$ cat src/ifc_pkg.sv
package ifc_pkg;

  localparam logic [6:0] IFC_DEPTH      = 7'h40;
  localparam logic [7:0] IFC_RX_FILL_TRIGGER_MAX  = 8'h3F;
  localparam int         IFC_IRQ_W      = 12;
  localparam int         IFC_CAUSE_W    = 17;

  localparam logic [7:0] IFC_OFS_RX_FILL_TRIGGER        = 8'h38;
  localparam logic [7:0] IFC_OFS_TX_DRAIN_TRIGGER        = 8'h3C;
  localparam logic [7:0] IFC_OFS_CLR_ALL      = 8'h40;
  localparam logic [7:0] IFC_OFS_CLR_RX_UNDER = 8'h44;
  localparam logic [7:0] IFC_OFS_CLR_RX_OVER  = 8'h48;
  localparam logic [7:0] IFC_OFS_CLR_TX_OVER  = 8'h4C;
  localparam logic [7:0] IFC_OFS_CLR_RD_REQ   = 8'h50;
  localparam logic [7:0] IFC_OFS_CLR_TX_ABORT = 8'h54;
  localparam logic [7:0] IFC_OFS_CLR_RX_DONE  = 8'h58;
  localparam logic [7:0] IFC_OFS_CLR_ACTIVITY = 8'h5C;
  localparam logic [7:0] IFC_OFS_CLR_STOP     = 8'h60;
  localparam logic [7:0] IFC_OFS_CLR_START    = 8'h64;
  localparam logic [7:0] IFC_OFS_CLR_GENERAL_CALL_IRQ = 8'h68;
  localparam logic [7:0] IFC_OFS_ENABLE       = 8'h6C;
  localparam logic [7:0] IFC_OFS_STATUS       = 8'h70;
  localparam logic [7:0] IFC_OFS_TX_ENTRY_COUNT        = 8'h74;
  localparam logic [7:0] IFC_OFS_RX_ENTRY_COUNT        = 8'h78;

  localparam int IFC_IRQ_RX_UNDER = 0;
  localparam int IFC_IRQ_RX_OVER  = 1;
  localparam int IFC_IRQ_RX_FULL  = 2;
  localparam int IFC_IRQ_TX_OVER  = 3;
  localparam int IFC_IRQ_TX_EMPTY = 4;
  localparam int IFC_IRQ_RD_REQ   = 5;
  localparam int IFC_IRQ_TX_ABORT = 6;
  localparam int IFC_IRQ_RX_DONE  = 7;
  localparam int IFC_IRQ_ACTIVITY = 8;
  localparam int IFC_IRQ_STOP     = 9;
  localparam int IFC_IRQ_START    = 10;
  localparam int IFC_IRQ_GENERAL_CALL_IRQ = 11;

  localparam int IFC_EN_BIT     = 0;
  localparam int IFC_ABORT_BIT  = 1;
  localparam int IFC_SBYTE_BIT  = 9;

  localparam int IFC_ST_BUSY = 0;
  localparam int IFC_ST_TX_NOT_FULL_FLAG = 1;
  localparam int IFC_ST_TFE  = 2;
  localparam int IFC_ST_RX_NOT_EMPTY_FLAG = 3;
  localparam int IFC_ST_RFF  = 4;
  localparam int IFC_ST_MST  = 5;
  localparam int IFC_ST_SLV  = 6;

  localparam logic [7:0] IFC_RST_TL     = 8'h00;
  localparam logic       IFC_RST_ENABLE = 1'b0;

  typedef enum logic [0:0] {
    IFC_BUS_IDLE = 1'b0,
    IFC_BUS_BUSY = 1'b1
  } ifc_bus_e;

  typedef struct packed {
    logic                   tx_push;
    logic                   tx_pop;
    logic                   rx_push;
    logic                   rx_pop;
    logic                   rd_req;
    logic                   rx_done;
    logic                   general_call_irq;
    logic                   abort;
    logic [IFC_CAUSE_W-1:0] abort_why;
    logic                   sbyte_cond;
    logic                   master_busy;
    logic                   slave_busy;
  } ifc_evt_t;

  typedef struct packed {
    logic                   en;
    logic                   abort_req;
    logic [7:0]             rx_fill_trigger;
    logic [7:0]             tx_drain_trigger;
    logic [6:0]             tx_cnt;
    logic [6:0]             rx_cnt;
    logic [IFC_IRQ_W-1:0]   irq;
    logic [IFC_CAUSE_W-1:0] cause;
    logic                   sbyte_rearm;
    logic                   scl_s1;
    logic                   scl_s2;
    logic                   scl_q;
    logic                   sda_s1;
    logic                   sda_s2;
    logic                   sda_q;
    ifc_bus_e               bus;
    logic [31:0]            rdata;
  } ifc_st_t;

endpackage

$ cat src/ifc_ctrl.sv
// Functional notes
// - Receive level irq at threshold plus one entries.
// - Receive threshold above 0x3F stores buffer depth.
// - Transmit level irq when enabled and count at/below threshold; disabled, follows activity.
// - Transmit threshold above depth stores depth.
// - Combined clear read clears soft irqs, cause.
// - Start-byte cause drops one cycle, then reasserts.
// - Read 44h clears receive underflow, bit 0.
// - Read 48h clears receive overflow, bit 1.
// - Read 4Ch clears transmit overflow, bit 3.
// - Read 50h clears read request, bit 5.
// - Read 54h clears abort, cause, releases transmit.
// - Read 58h clears receive done, bit 7.
// - Activity cleared by read only when idle.
// - Reads 60h/64h clear stop and start irqs.
// - Read 68h clears general call, bit 11.
// - Abort bit self-clears when stop is seen.
// - Disabled holds FIFOs flushed; irqs live until idle.
// - Disable: finish transmit, nack last received byte.
// - Disable sets status 1,2; clears 3,4; 5,6 follow busy inputs.
// - Status 4 full, status 3 not empty.
// - Status 2 empty, 1 not full; reset one.
// - Status 5 master busy, 0 overall activity.
// - Transmit level register reports entry count.
`timescale 1ns/10ps
module ifc_ctrl (
  input  wire logic                          sys_clk,
  input  wire logic                          rst_n,
  input  wire logic                          reg_wr,
  input  wire logic                          reg_rd,
  input  wire logic [7:0]                    reg_addr,
  input  wire logic [31:0]                   reg_wdata,
  output logic      [31:0]                   reg_rdata,
  input  wire logic                          scl_pin,
  input  wire logic                          sda_pin,
  input  wire ifc_pkg::ifc_evt_t             evt,
  output logic                               tx_accept,
  output logic                               ctrl_enabled,
  output logic                               nack_last_byte,
  output logic                               abort_request,
  output logic      [ifc_pkg::IFC_IRQ_W-1:0] unmasked_irq_status,
  output logic      [31:0]                   abort_cause_reg,
  output logic      [6:0]                    tx_entry_count,
  output logic      [6:0]                    rx_entry_count
);
  import ifc_pkg::*;

  ifc_st_t              st;
  ifc_st_t              next_st;
  logic                 start_seen_irq;
  logic                 stop_seen_irq;
  logic                 ctrl_busy;
  logic                 idle_off;
  logic                 tx_full;
  logic                 rx_full;
  logic                 tx_ok;
  logic                 clr_cause;
  logic [IFC_IRQ_W-1:0] raw_irq;
  logic [IFC_IRQ_W-1:0] set_irq;
  logic [IFC_IRQ_W-1:0] clr_irq;
  logic [31:0]          status_word;
  logic [31:0]          read_word;

  function automatic logic [7:0] clamp_tl(input logic [7:0] v, input logic [7:0] lim);
    return (v > lim) ? {1'b0, IFC_DEPTH} : v;
  endfunction

  function automatic logic rd_at(input logic rd, input logic [7:0] a, input logic [7:0] ofs);
    return rd && (a == ofs);
  endfunction

  // Bus conditions are taken from the second synchroniser stage onward only.
  assign start_seen_irq = st.scl_s2 && st.scl_q && st.sda_q && !st.sda_s2;
  assign stop_seen_irq  = st.scl_s2 && st.scl_q && !st.sda_q && st.sda_s2;
  assign ctrl_busy = evt.master_busy | evt.slave_busy | (st.bus == IFC_BUS_BUSY);
  assign idle_off  = !st.en && !ctrl_busy;
  assign tx_full   = (st.tx_cnt == IFC_DEPTH);
  assign rx_full   = (st.rx_cnt == IFC_DEPTH);
  // Transmit pushes are refused while disabled or while the abort holds the FIFO flushed.
  assign tx_ok     = st.en && !st.irq[IFC_IRQ_TX_ABORT] && !tx_full;
  assign clr_cause = rd_at(reg_rd, reg_addr, IFC_OFS_CLR_ALL)
                   | rd_at(reg_rd, reg_addr, IFC_OFS_CLR_TX_ABORT);

  always_comb begin
    raw_irq = st.irq;
    raw_irq[IFC_IRQ_RX_FULL] = st.en && ({1'b0, st.rx_cnt} > st.rx_fill_trigger);
    // While disabled the flushed FIFO looks empty, so the bit follows activity.
    raw_irq[IFC_IRQ_TX_EMPTY] = st.en ? ({1'b0, st.tx_cnt} <= st.tx_drain_trigger) : ctrl_busy;
  end

  always_comb begin
    set_irq = '0;
    set_irq[IFC_IRQ_RX_UNDER] = st.en && evt.rx_pop && (st.rx_cnt == 7'h00);
    set_irq[IFC_IRQ_RX_OVER]  = st.en && evt.rx_push && rx_full;
    set_irq[IFC_IRQ_TX_OVER]  = st.en && evt.tx_push && tx_full && !st.irq[IFC_IRQ_TX_ABORT];
    set_irq[IFC_IRQ_RD_REQ]   = evt.rd_req;
    set_irq[IFC_IRQ_TX_ABORT] = evt.abort;
    set_irq[IFC_IRQ_RX_DONE]  = evt.rx_done;
    set_irq[IFC_IRQ_ACTIVITY] = ctrl_busy;
    set_irq[IFC_IRQ_STOP]     = stop_seen_irq;
    set_irq[IFC_IRQ_START]    = start_seen_irq;
    set_irq[IFC_IRQ_GENERAL_CALL_IRQ] = evt.general_call_irq;
  end

  // Each read clear acts in the single cycle that carries the read strobe.
  always_comb begin
    clr_irq = {IFC_IRQ_W{rd_at(reg_rd, reg_addr, IFC_OFS_CLR_ALL)}};
    clr_irq[IFC_IRQ_RX_FULL]  = 1'b0;
    clr_irq[IFC_IRQ_TX_EMPTY] = 1'b0;
    clr_irq[IFC_IRQ_RX_UNDER] |= rd_at(reg_rd, reg_addr, IFC_OFS_CLR_RX_UNDER);
    clr_irq[IFC_IRQ_RX_OVER]  |= rd_at(reg_rd, reg_addr, IFC_OFS_CLR_RX_OVER);
    clr_irq[IFC_IRQ_TX_OVER]  |= rd_at(reg_rd, reg_addr, IFC_OFS_CLR_TX_OVER);
    clr_irq[IFC_IRQ_RD_REQ]   |= rd_at(reg_rd, reg_addr, IFC_OFS_CLR_RD_REQ);
    clr_irq[IFC_IRQ_TX_ABORT] |= rd_at(reg_rd, reg_addr, IFC_OFS_CLR_TX_ABORT);
    clr_irq[IFC_IRQ_RX_DONE]  |= rd_at(reg_rd, reg_addr, IFC_OFS_CLR_RX_DONE);
    clr_irq[IFC_IRQ_ACTIVITY] |= rd_at(reg_rd, reg_addr, IFC_OFS_CLR_ACTIVITY);
    clr_irq[IFC_IRQ_STOP]     |= rd_at(reg_rd, reg_addr, IFC_OFS_CLR_STOP);
    clr_irq[IFC_IRQ_START]    |= rd_at(reg_rd, reg_addr, IFC_OFS_CLR_START);
    clr_irq[IFC_IRQ_GENERAL_CALL_IRQ] |= rd_at(reg_rd, reg_addr, IFC_OFS_CLR_GENERAL_CALL_IRQ);
    // Disabled and idle drops every latched event, activity included.
    if (idle_off) begin
      clr_irq = '1;
    end
  end

  always_comb begin
    status_word = '0;
    status_word[IFC_ST_BUSY] = ctrl_busy;
    status_word[IFC_ST_TX_NOT_FULL_FLAG] = !tx_full;
    status_word[IFC_ST_TFE]  = (st.tx_cnt == 7'h00);
    status_word[IFC_ST_RX_NOT_EMPTY_FLAG] = (st.rx_cnt != 7'h00);
    status_word[IFC_ST_RFF]  = rx_full;
    status_word[IFC_ST_MST]  = evt.master_busy;
    status_word[IFC_ST_SLV]  = evt.slave_busy;
  end

  always_comb begin
    read_word = '0;
    case (reg_addr)
      IFC_OFS_RX_FILL_TRIGGER:        read_word[7:0] = st.rx_fill_trigger;
      IFC_OFS_TX_DRAIN_TRIGGER:        read_word[7:0] = st.tx_drain_trigger;
      IFC_OFS_CLR_ALL:      read_word[0] = |raw_irq;
      IFC_OFS_CLR_RX_UNDER: read_word[0] = raw_irq[IFC_IRQ_RX_UNDER];
      IFC_OFS_CLR_RX_OVER:  read_word[0] = raw_irq[IFC_IRQ_RX_OVER];
      IFC_OFS_CLR_TX_OVER:  read_word[0] = raw_irq[IFC_IRQ_TX_OVER];
      IFC_OFS_CLR_RD_REQ:   read_word[0] = raw_irq[IFC_IRQ_RD_REQ];
      IFC_OFS_CLR_TX_ABORT: read_word[0] = raw_irq[IFC_IRQ_TX_ABORT];
      IFC_OFS_CLR_RX_DONE:  read_word[0] = raw_irq[IFC_IRQ_RX_DONE];
      IFC_OFS_CLR_ACTIVITY: read_word[0] = raw_irq[IFC_IRQ_ACTIVITY];
      IFC_OFS_CLR_STOP:     read_word[0] = raw_irq[IFC_IRQ_STOP];
      IFC_OFS_CLR_START:    read_word[0] = raw_irq[IFC_IRQ_START];
      IFC_OFS_CLR_GENERAL_CALL_IRQ: read_word[0] = raw_irq[IFC_IRQ_GENERAL_CALL_IRQ];
      IFC_OFS_ENABLE:       read_word[1:0] = {st.abort_req, st.en};
      IFC_OFS_STATUS:       read_word = status_word;
      IFC_OFS_TX_ENTRY_COUNT:        read_word[6:0] = st.tx_cnt;
      IFC_OFS_RX_ENTRY_COUNT:        read_word[6:0] = st.rx_cnt;
      default:              read_word = '0;
    endcase
  end

  always_comb begin
    next_st = st;
    next_st.scl_s1 = scl_pin;
    next_st.scl_s2 = st.scl_s1;
    next_st.scl_q  = st.scl_s2;
    next_st.sda_s1 = sda_pin;
    next_st.sda_s2 = st.sda_s1;
    next_st.sda_q  = st.sda_s2;
    case (st.bus)
      IFC_BUS_IDLE: begin
        if (start_seen_irq) begin
          next_st.bus = IFC_BUS_BUSY;
        end
      end
      IFC_BUS_BUSY: begin
        if (stop_seen_irq) begin
          next_st.bus = IFC_BUS_IDLE;
        end
      end
      default: next_st.bus = IFC_BUS_IDLE;
    endcase

    if (reg_wr && (reg_addr == IFC_OFS_RX_FILL_TRIGGER)) begin
      next_st.rx_fill_trigger = clamp_tl(reg_wdata[7:0], IFC_RX_FILL_TRIGGER_MAX);
    end
    if (reg_wr && (reg_addr == IFC_OFS_TX_DRAIN_TRIGGER)) begin
      next_st.tx_drain_trigger = clamp_tl(reg_wdata[7:0], {1'b0, IFC_DEPTH});
    end
    if (reg_wr && (reg_addr == IFC_OFS_ENABLE)) begin
      next_st.en        = reg_wdata[IFC_EN_BIT];
      next_st.abort_req = reg_wdata[IFC_ABORT_BIT];
    end else if (stop_seen_irq) begin
      next_st.abort_req = 1'b0;
    end

    // Sticky events: a set in the same cycle as its clear wins.
    next_st.irq = (st.irq & ~clr_irq) | set_irq;
    next_st.irq[IFC_IRQ_RX_FULL]  = 1'b0;
    next_st.irq[IFC_IRQ_TX_EMPTY] = 1'b0;

    // The link side stops on its own when disabled; the counts flush in the same
    // update that clears the enable bit, so status never shows stale levels.
    if (!next_st.en) begin
      next_st.tx_cnt = 7'h00;
      next_st.rx_cnt = 7'h00;
    end else begin
      if (st.irq[IFC_IRQ_TX_ABORT] || set_irq[IFC_IRQ_TX_ABORT]) begin
        next_st.tx_cnt = 7'h00;
      end else begin
        next_st.tx_cnt = st.tx_cnt + 7'(evt.tx_push && tx_ok)
                       - 7'(evt.tx_pop && (st.tx_cnt != 7'h00));
      end
      next_st.rx_cnt = st.rx_cnt + 7'(evt.rx_push && !rx_full)
                     - 7'(evt.rx_pop && (st.rx_cnt != 7'h00));
    end

    // Clearing the cause while the start-byte fault persists rearms that bit.
    next_st.sbyte_rearm = 1'b0;
    if (clr_cause) begin
      next_st.cause       = evt.abort ? evt.abort_why : '0;
      next_st.sbyte_rearm = st.cause[IFC_SBYTE_BIT] && evt.sbyte_cond;
    end else begin
      next_st.cause = st.cause | (evt.abort ? evt.abort_why : '0);
      if (st.sbyte_rearm && evt.sbyte_cond) begin
        next_st.cause[IFC_SBYTE_BIT] = 1'b1;
      end
    end

    if (reg_rd) begin
      next_st.rdata = read_word;
    end
  end

  always_ff @(posedge sys_clk) begin
    if (!rst_n) begin
      st <= '0;
    end else begin
      st <= next_st;
    end
  end

  assign reg_rdata           = st.rdata;
  assign tx_accept           = tx_ok;
  assign ctrl_enabled        = st.en;
  assign nack_last_byte      = !st.en;
  assign abort_request       = st.abort_req;
  assign unmasked_irq_status = raw_irq;
  assign abort_cause_reg     = {{(32 - IFC_CAUSE_W){1'b0}}, st.cause};
  assign tx_entry_count      = st.tx_cnt;
  assign rx_entry_count      = st.rx_cnt;
endmodule

$ cat config.mk
export PLATFORM = sky130hd
export DESIGN_NAME = ifc_ctrl
export DESIGN_NICKNAME = d
export VERILOG_FILES = /design/src/ifc_pkg.sv /design/src/ifc_ctrl.sv
export SDC_FILE = /design/constraint.sdc
export NUM_CORES = 1
export LEC_CHECK = 0
export BUFFER_PORTS_ARGS = -buffer_cell sky130_fd_sc_hd__buf_2
export CAP_MARGIN = 20
export CORE_MARGIN = 3
export CORE_UTILIZATION = 30
export DETAILED_ROUTE_END_ITERATION = 8
export PLACE_DENSITY = 0.59
export SLEW_MARGIN = 10
export SYNTH_ARGS = -nofsm -noshare
export SYNTH_HDL_FRONTEND = slang
export SYNTH_SLANG_ARGS = --single-unit
$ cat constraint.sdc
create_clock -name sys_clk -period 3.3 [get_ports sys_clk]
set_clock_uncertainty 0.1 [all_clocks]
set_input_delay 0.165 -clock sys_clk [delete_from_list [all_inputs] [get_ports sys_clk]]
set_output_delay 0.165 -clock sys_clk [all_outputs]
set_load 0.1 [all_outputs]
# ---- Word-level counts from Yosys, hierarchy flattened
# Cells that the tools add are included.
# W data, S select, Z words.
dict set report word_totals {
  reg_bits 77
  inputBits 74
  output_inout_bits 94
  wordCells 134
}
dict set report classes {
  addsub 4
  order_cmp 4
  eq_ne 19
  mux 17
  n_bitwise 19
  reduce_logical 53
}
# op count
set op_table {}
lappend op_table {{$eq A8 B7 Y1 const B} 15}
lappend op_table {{$logic_and A1 B1 Y1} 36}
lappend op_table {{$mux W17} 2}
lappend op_table {{$pmux W5 S5} 1}
lappend op_table {{$or A17 B17 Y17} 1}
lappend op_table {{$pmux W1 S17} 1}
lappend op_table {{$eq A8 B6 Y1 const B} 2}
lappend op_table {{$mux W8} 2}
lappend op_table {{$add A7 B1 Y7} 2}
lappend op_table {{$eq A7 B7 Y1 const B} 2}
lappend op_table {{$logic_not A7 Y1} 2}
lappend op_table {{$reduce_bool A7 Y1} 2}
lappend op_table {{$sub A7 B1 Y7} 2}
lappend op_table {{$and A12 B12 Y12} 1}
lappend op_table {{$mux W12} 1}
lappend op_table {{$not A12 Y12} 1}
lappend op_table {{$or A1 B1 Y1} 12}
lappend op_table {{$or A12 B12 Y12} 1}
lappend op_table {{$reduce_or A12 Y1} 1}
lappend op_table {{$gt A7 B8 Y1} 1}
lappend op_table {{$gt A8 B6 Y1 const B} 1}
lappend op_table {{$gt A8 B7 Y1 const B} 1}
lappend op_table {{$le A7 B8 Y1} 1}
lappend op_table {{$logic_not A1 Y1} 7}
lappend op_table {{8 further kinds} 18}

# ---- Logic depth before layout (Yosys ltp)
dict set report depth {
  word_depth 8
  ltp_mapped 16
}

# ---- Worst setup path before layout
# Ideal clock, no wire load.
dict set report synth_timing {
  path_kind {register to output}
  from {register st, in the netlist ctrl_enabled}
  to {output tx_accept}
  arrival_ns 3.828
  required_ns 3.035
  slack_ns -0.793
  stages_incl_launch_ff 4
  cell_sequence {dfxtp_1 -> buf_4 -> inv_1 -> nor3_1}
}
dict set report synth_between {
  elab_chain_cells 2
}
# item line_no
set synth_lines {}
lappend synth_lines {{from (decl)} ifc_ctrl.sv:48} ;# ifc_st_t st;
lappend synth_lines {{from (signal assigned)} ifc_ctrl.sv:238} ;# st <= next_st;
lappend synth_lines {{$logic_and A1 B1 Y1 (2 in series)} ifc_ctrl.sv:80} ;# assign tx_ok = st.en && !st.irq[IFC_IRQ_TX_ABORT] && !tx_full;
lappend synth_lines {{to (decl)} ifc_ctrl.sv:37} ;# output logic tx_accept,
# No other way between the ends.

# ---- Worst setup path in the final report
dict set report layout_timing {
  from {register st, in the netlist rx_entry_count[2]}
  to {register st, in the netlist rx_entry_count[6]}
}
dict set report layout_between {
  elab_chain_cells 5
}
# item line_no
set layout_lines {}
lappend layout_lines {{$eq A7 B7 Y1} ifc_ctrl.sv:78} ;# assign rx_full = (st.rx_cnt == IFC_DEPTH);
lappend layout_lines {{$logic_not A1 Y1} ifc_ctrl.sv:213} ;# next_st.rx_cnt = st.rx_cnt + 7'(evt.rx_push && !rx_full)
lappend layout_lines {{$logic_and A1 B1 Y1} ifc_ctrl.sv:213}
lappend layout_lines {{$add A7 B1 Y7} ifc_ctrl.sv:213}
lappend layout_lines {{$sub A7 B1 Y7 *} ifc_ctrl.sv:214} ;# - 7'(evt.rx_pop && (st.rx_cnt != 7'h00));
# Every way passes the cells marked *; elsewhere a longest branch is shown, timed or not.
# A chain may end at the register's enable or synchronous reset.

==> run summary <==
Synth Warn # = 0
final setup fails = 0
H-tree levels = 3
cell family with most CP delay = adder cells
largest net degree at the start of global routing = 46
beginning of the worst hold path = reg_wdata[0]
row count = 45
total congestion overflow = 0
crit start category = register
Synth Area in Compound Gates = 17.62%
simple-gate share of the synthesized area = 19.38%
Worst-path clk slew = 0.06 ns
initial antenna violation count = 1
Die ar. = 17460 µm²
nets@finish = 768
Synth Flop Type = dfxtp_1
critical path required time = 3.42 ns
setup tns final = 0 ns
status = completed
PD cells = 442.2 nW/µm²
DRT iter0 DRCs = 198
Distinct cells, synth = 60
IO Port Bufs = 104
HP Class = input port to register
Core Area = 15370 µm²
Worst-Margin Slew = 0.8596 ns
root buf cell = clkbuf_16
WS Path Type = register to register
P&R area growth vs syn = 18.04%
Cell Area, Placed = 5060 µm²
CP Buf/Inv Count = 3
Post-Synth Adder-Cell Area = 9.229%
critical-path cell list = inv_1 > ha_1 > and4_1 > nor2b_2 > nor2b_1 > ha_1 > inv_1 > ha_1 > inv_1 > fa_1 > nand2b_1 > a21oi_1 > o21ai_0 > a21oi_1 > or3_1 > a21oi_1
Synth Area in XOR/XNOR = 1.468%
CP peak stage delay = 0.39 ns
# Post-CTS Setup Buffers = 0
mux cell area share after synthesis = 1.285%
Syn Area/Cell = 8.328 µm²
clk buf depth = 2
DP HPWL = 10280 µm
fraction of layout cells with a size suffix above 1 = 23.16%
top-count cell post-synth = buf_4
Flop pwr share = 38.0%
main area contributors after synthesis = dfxtp_1, buf_4, ha_1, a22oi_1, a21oi_1
Slew Viols, Final = 0
# fillers = 1649
Post-Syn Instances = 573
Clock Latency Late Sink = 0.35 ns
Initial Utilization = 31.05%
drt first pass iters = 5
Die Span Y = 132.1 µm
VDD IR-drop max = 0.2985 mV
cts bufs inserted = 9
CTS tree = done
static leakage = 2.356 nW
Global Route Usage Sum = 15.48%
Vias = 4114
antenna-violating nets left = 0
combinational family with the most area after synthesis = buffers and inverters
fin crit share = 90.91%
Routed WL = 13660 µm
sequential share of the synthesized area = 31.46%
CP Max Fanout = 3
top cell type's share of synthesized area = 31.46%
clock share of power = 39.4%
max reg flops = 20
Worst Setup SP = rx_entry_count[2]$_SDFF_PN0_
die width = 132.1 µm
synth cell count leaders = buf_4, dfxtp_1, nor2_1, inv_1, a21oi_1
Max-slew headroom = 42.16%
wire per inst = 15.59 µm
clock sinks = 75
Slowest cell on crit path = fa_1
P_sw = 0.0009339 W
Cell Area, Synth = 4772 µm²
Diodes inserted = 0
Boundary Pins = 168
number of synthesized flops with an enable pin = 0
Fmax = 0.3333 GHz
ys async rst share = 0%
Residual DRC = 0
Min Clock Period, post-route = 3.000 ns
post-synth top area cell = dfxtp_1
gp weighted congestion = 0.8956
Worst Setup End Kind = register
vias per inst = 4.696
Gate power share = 22.7%
final non-filler cell area = 5633 µm²
Synth Register Bits = 75
RSZ-0062 raised after global routing = false
vias in the first global route = 3922
internal power = 0.001557 W
Hold Fails Final Rpt = 0
switch share = 37.49%
Worst Path Arrival = 3.12 ns
global-route wire length before repair = 21400 µm
worst r2r src = rx_entry_count[2]$_SDFF_PN0_
# Max-Cap Violations = 0
metal layers:
layer,vias up,wire length (µm),global-route usage [%]
li1,2050,-,-
met1,1893,6206,20.63
met2,153,6354,24.40
met3,16,908,4.962
met4,2,179,3.734
met5,-,8,0
per-stage QoR:
step           utilization (%)  hold slack [ns]  std cells  total power, W  worst slack (ns)
2_1_floorplan                -           0.1824        611        0.001480           0.01795
3_3_place_gp             32.92           0.2730        832        0.001501            0.3072
3_5_place_dp             32.92           0.2746        832        0.001502            0.3048
4_1_cts                  36.63          0.01282        876        0.002522            0.2740
5_1_grt                  36.65          0.03457        876        0.002596           0.02772
6_report                 36.65          0.03490        876        0.002491            0.2999
power by group through the flow:
stage | combinational [W] | sequential [W] | clock (W)
global route | 0.000586 | 0.000950 | 0.00106
CTS | 0.000562 | 0.000945 | 0.00101
global placement | 0.000535 | 0.000966 | 0
floorplan | 0.000516 | 0.000964 | 0
detailed placement | 0.000536 | 0.000966 | 0
finish | 0.000565 | 0.000946 | 0.000981
placed cells by master (no fill, tap or decap), types with 3 or more instances in the layout:
cell | Yosys | final
a211oi_1 | 5 | 5
a21o_1 | 3 | 3
a21oi_1 | 36 | 34
a22oi_1 | 26 | 26
a31oi_1 | 7 | 7
a41oi_1 | 4 | 4
and2_1 | 11 | 11
and3_1 | 4 | 4
buf_2 | 0 | 104
buf_4 | 89 | 14
clkbuf_16 | 0 | 9
conb_1 | 1 | 39
dfxtp_1 | 75 | 74
dlygate4sd3_1 | 0 | 28
ha_1 | 32 | 32
inv_1 | 41 | 40
inv_6 | 0 | 4
mux2i_1 | 5 | 5
nand2_1 | 34 | 34
nand2b_1 | 6 | 6
nand3_1 | 13 | 13
nand4_1 | 5 | 5
nand4b_1 | 5 | 5
nor2_1 | 48 | 48
nor2b_1 | 10 | 9
nor3_1 | 10 | 9
nor4_1 | 4 | 4
o211ai_1 | 9 | 9
o21a_1 | 3 | 3
o21ai_0 | 16 | 16
or3_1 | 4 | 4
xnor2_1 | 5 | 5
xor2_1 | 3 | 3
final timing paths:
path                                  endpoint  slack, ns  cells after the start
hold / removal             st[91]$_SDFFE_PN0P_       0.03                      3
hold reg to reg         next_st[33]$_SDFF_PN0_       0.32                      1
setup reg to reg  rx_entry_count[6]$_SDFF_PN0_       0.30                     16
setup / recovery  rx_entry_count[6]$_SDFF_PN0_       0.30                     16
layout make-up:
class / count / area (µm²) / area share [%]
Inverter: 42 / 161.4 / 2.865
Clock buffer: 9 / 225.2 / 3.998
Clock inverter: 7 / 65.06 / 1.155
Multi-Input combinational cell: 386 / 2506 / 44.49
Sequential cell: 75 / 1505 / 26.72
Timing Repair Buffer: 146 / 905.9 / 16.08
Tap cell: 211 / 264.0 / 4.687
timing repair:
item / CTS / global route
hold buffers: 28 / 0
hold endpoints to repair: 33 / 0
endpoints found under the setup margin: 0 / 1
resized for setup: 0 / 1
cell families (layout without fill, tap and decap cells):
group           count (synthesis)  count (layout)
buf+inv                       150             204
xor+xnor                        8               8
compound gates                127             127
other cells                     1              39
simple gates                  172             172
flops                          75              75
mux                             6               6
fa+ha+maj                      34              34
worst reg2reg max path, cell delays in order, from the launching register on:
cell and delay, ns:
dfxtp_1 0.33, inv_1 0.06, ha_1 0.19, and4_1 0.21, nor2b_2 0.17, nor2b_1 0.13
ha_1 0.23, inv_1 0.06, ha_1 0.15, inv_1 0.05, fa_1 0.39, nand2b_1 0.16
a21oi_1 0.17, o21ai_0 0.12, a21oi_1 0.18, or3_1 0.13, a21oi_1 0.05
Note: power is estimated with default switching activity, not from simulation.
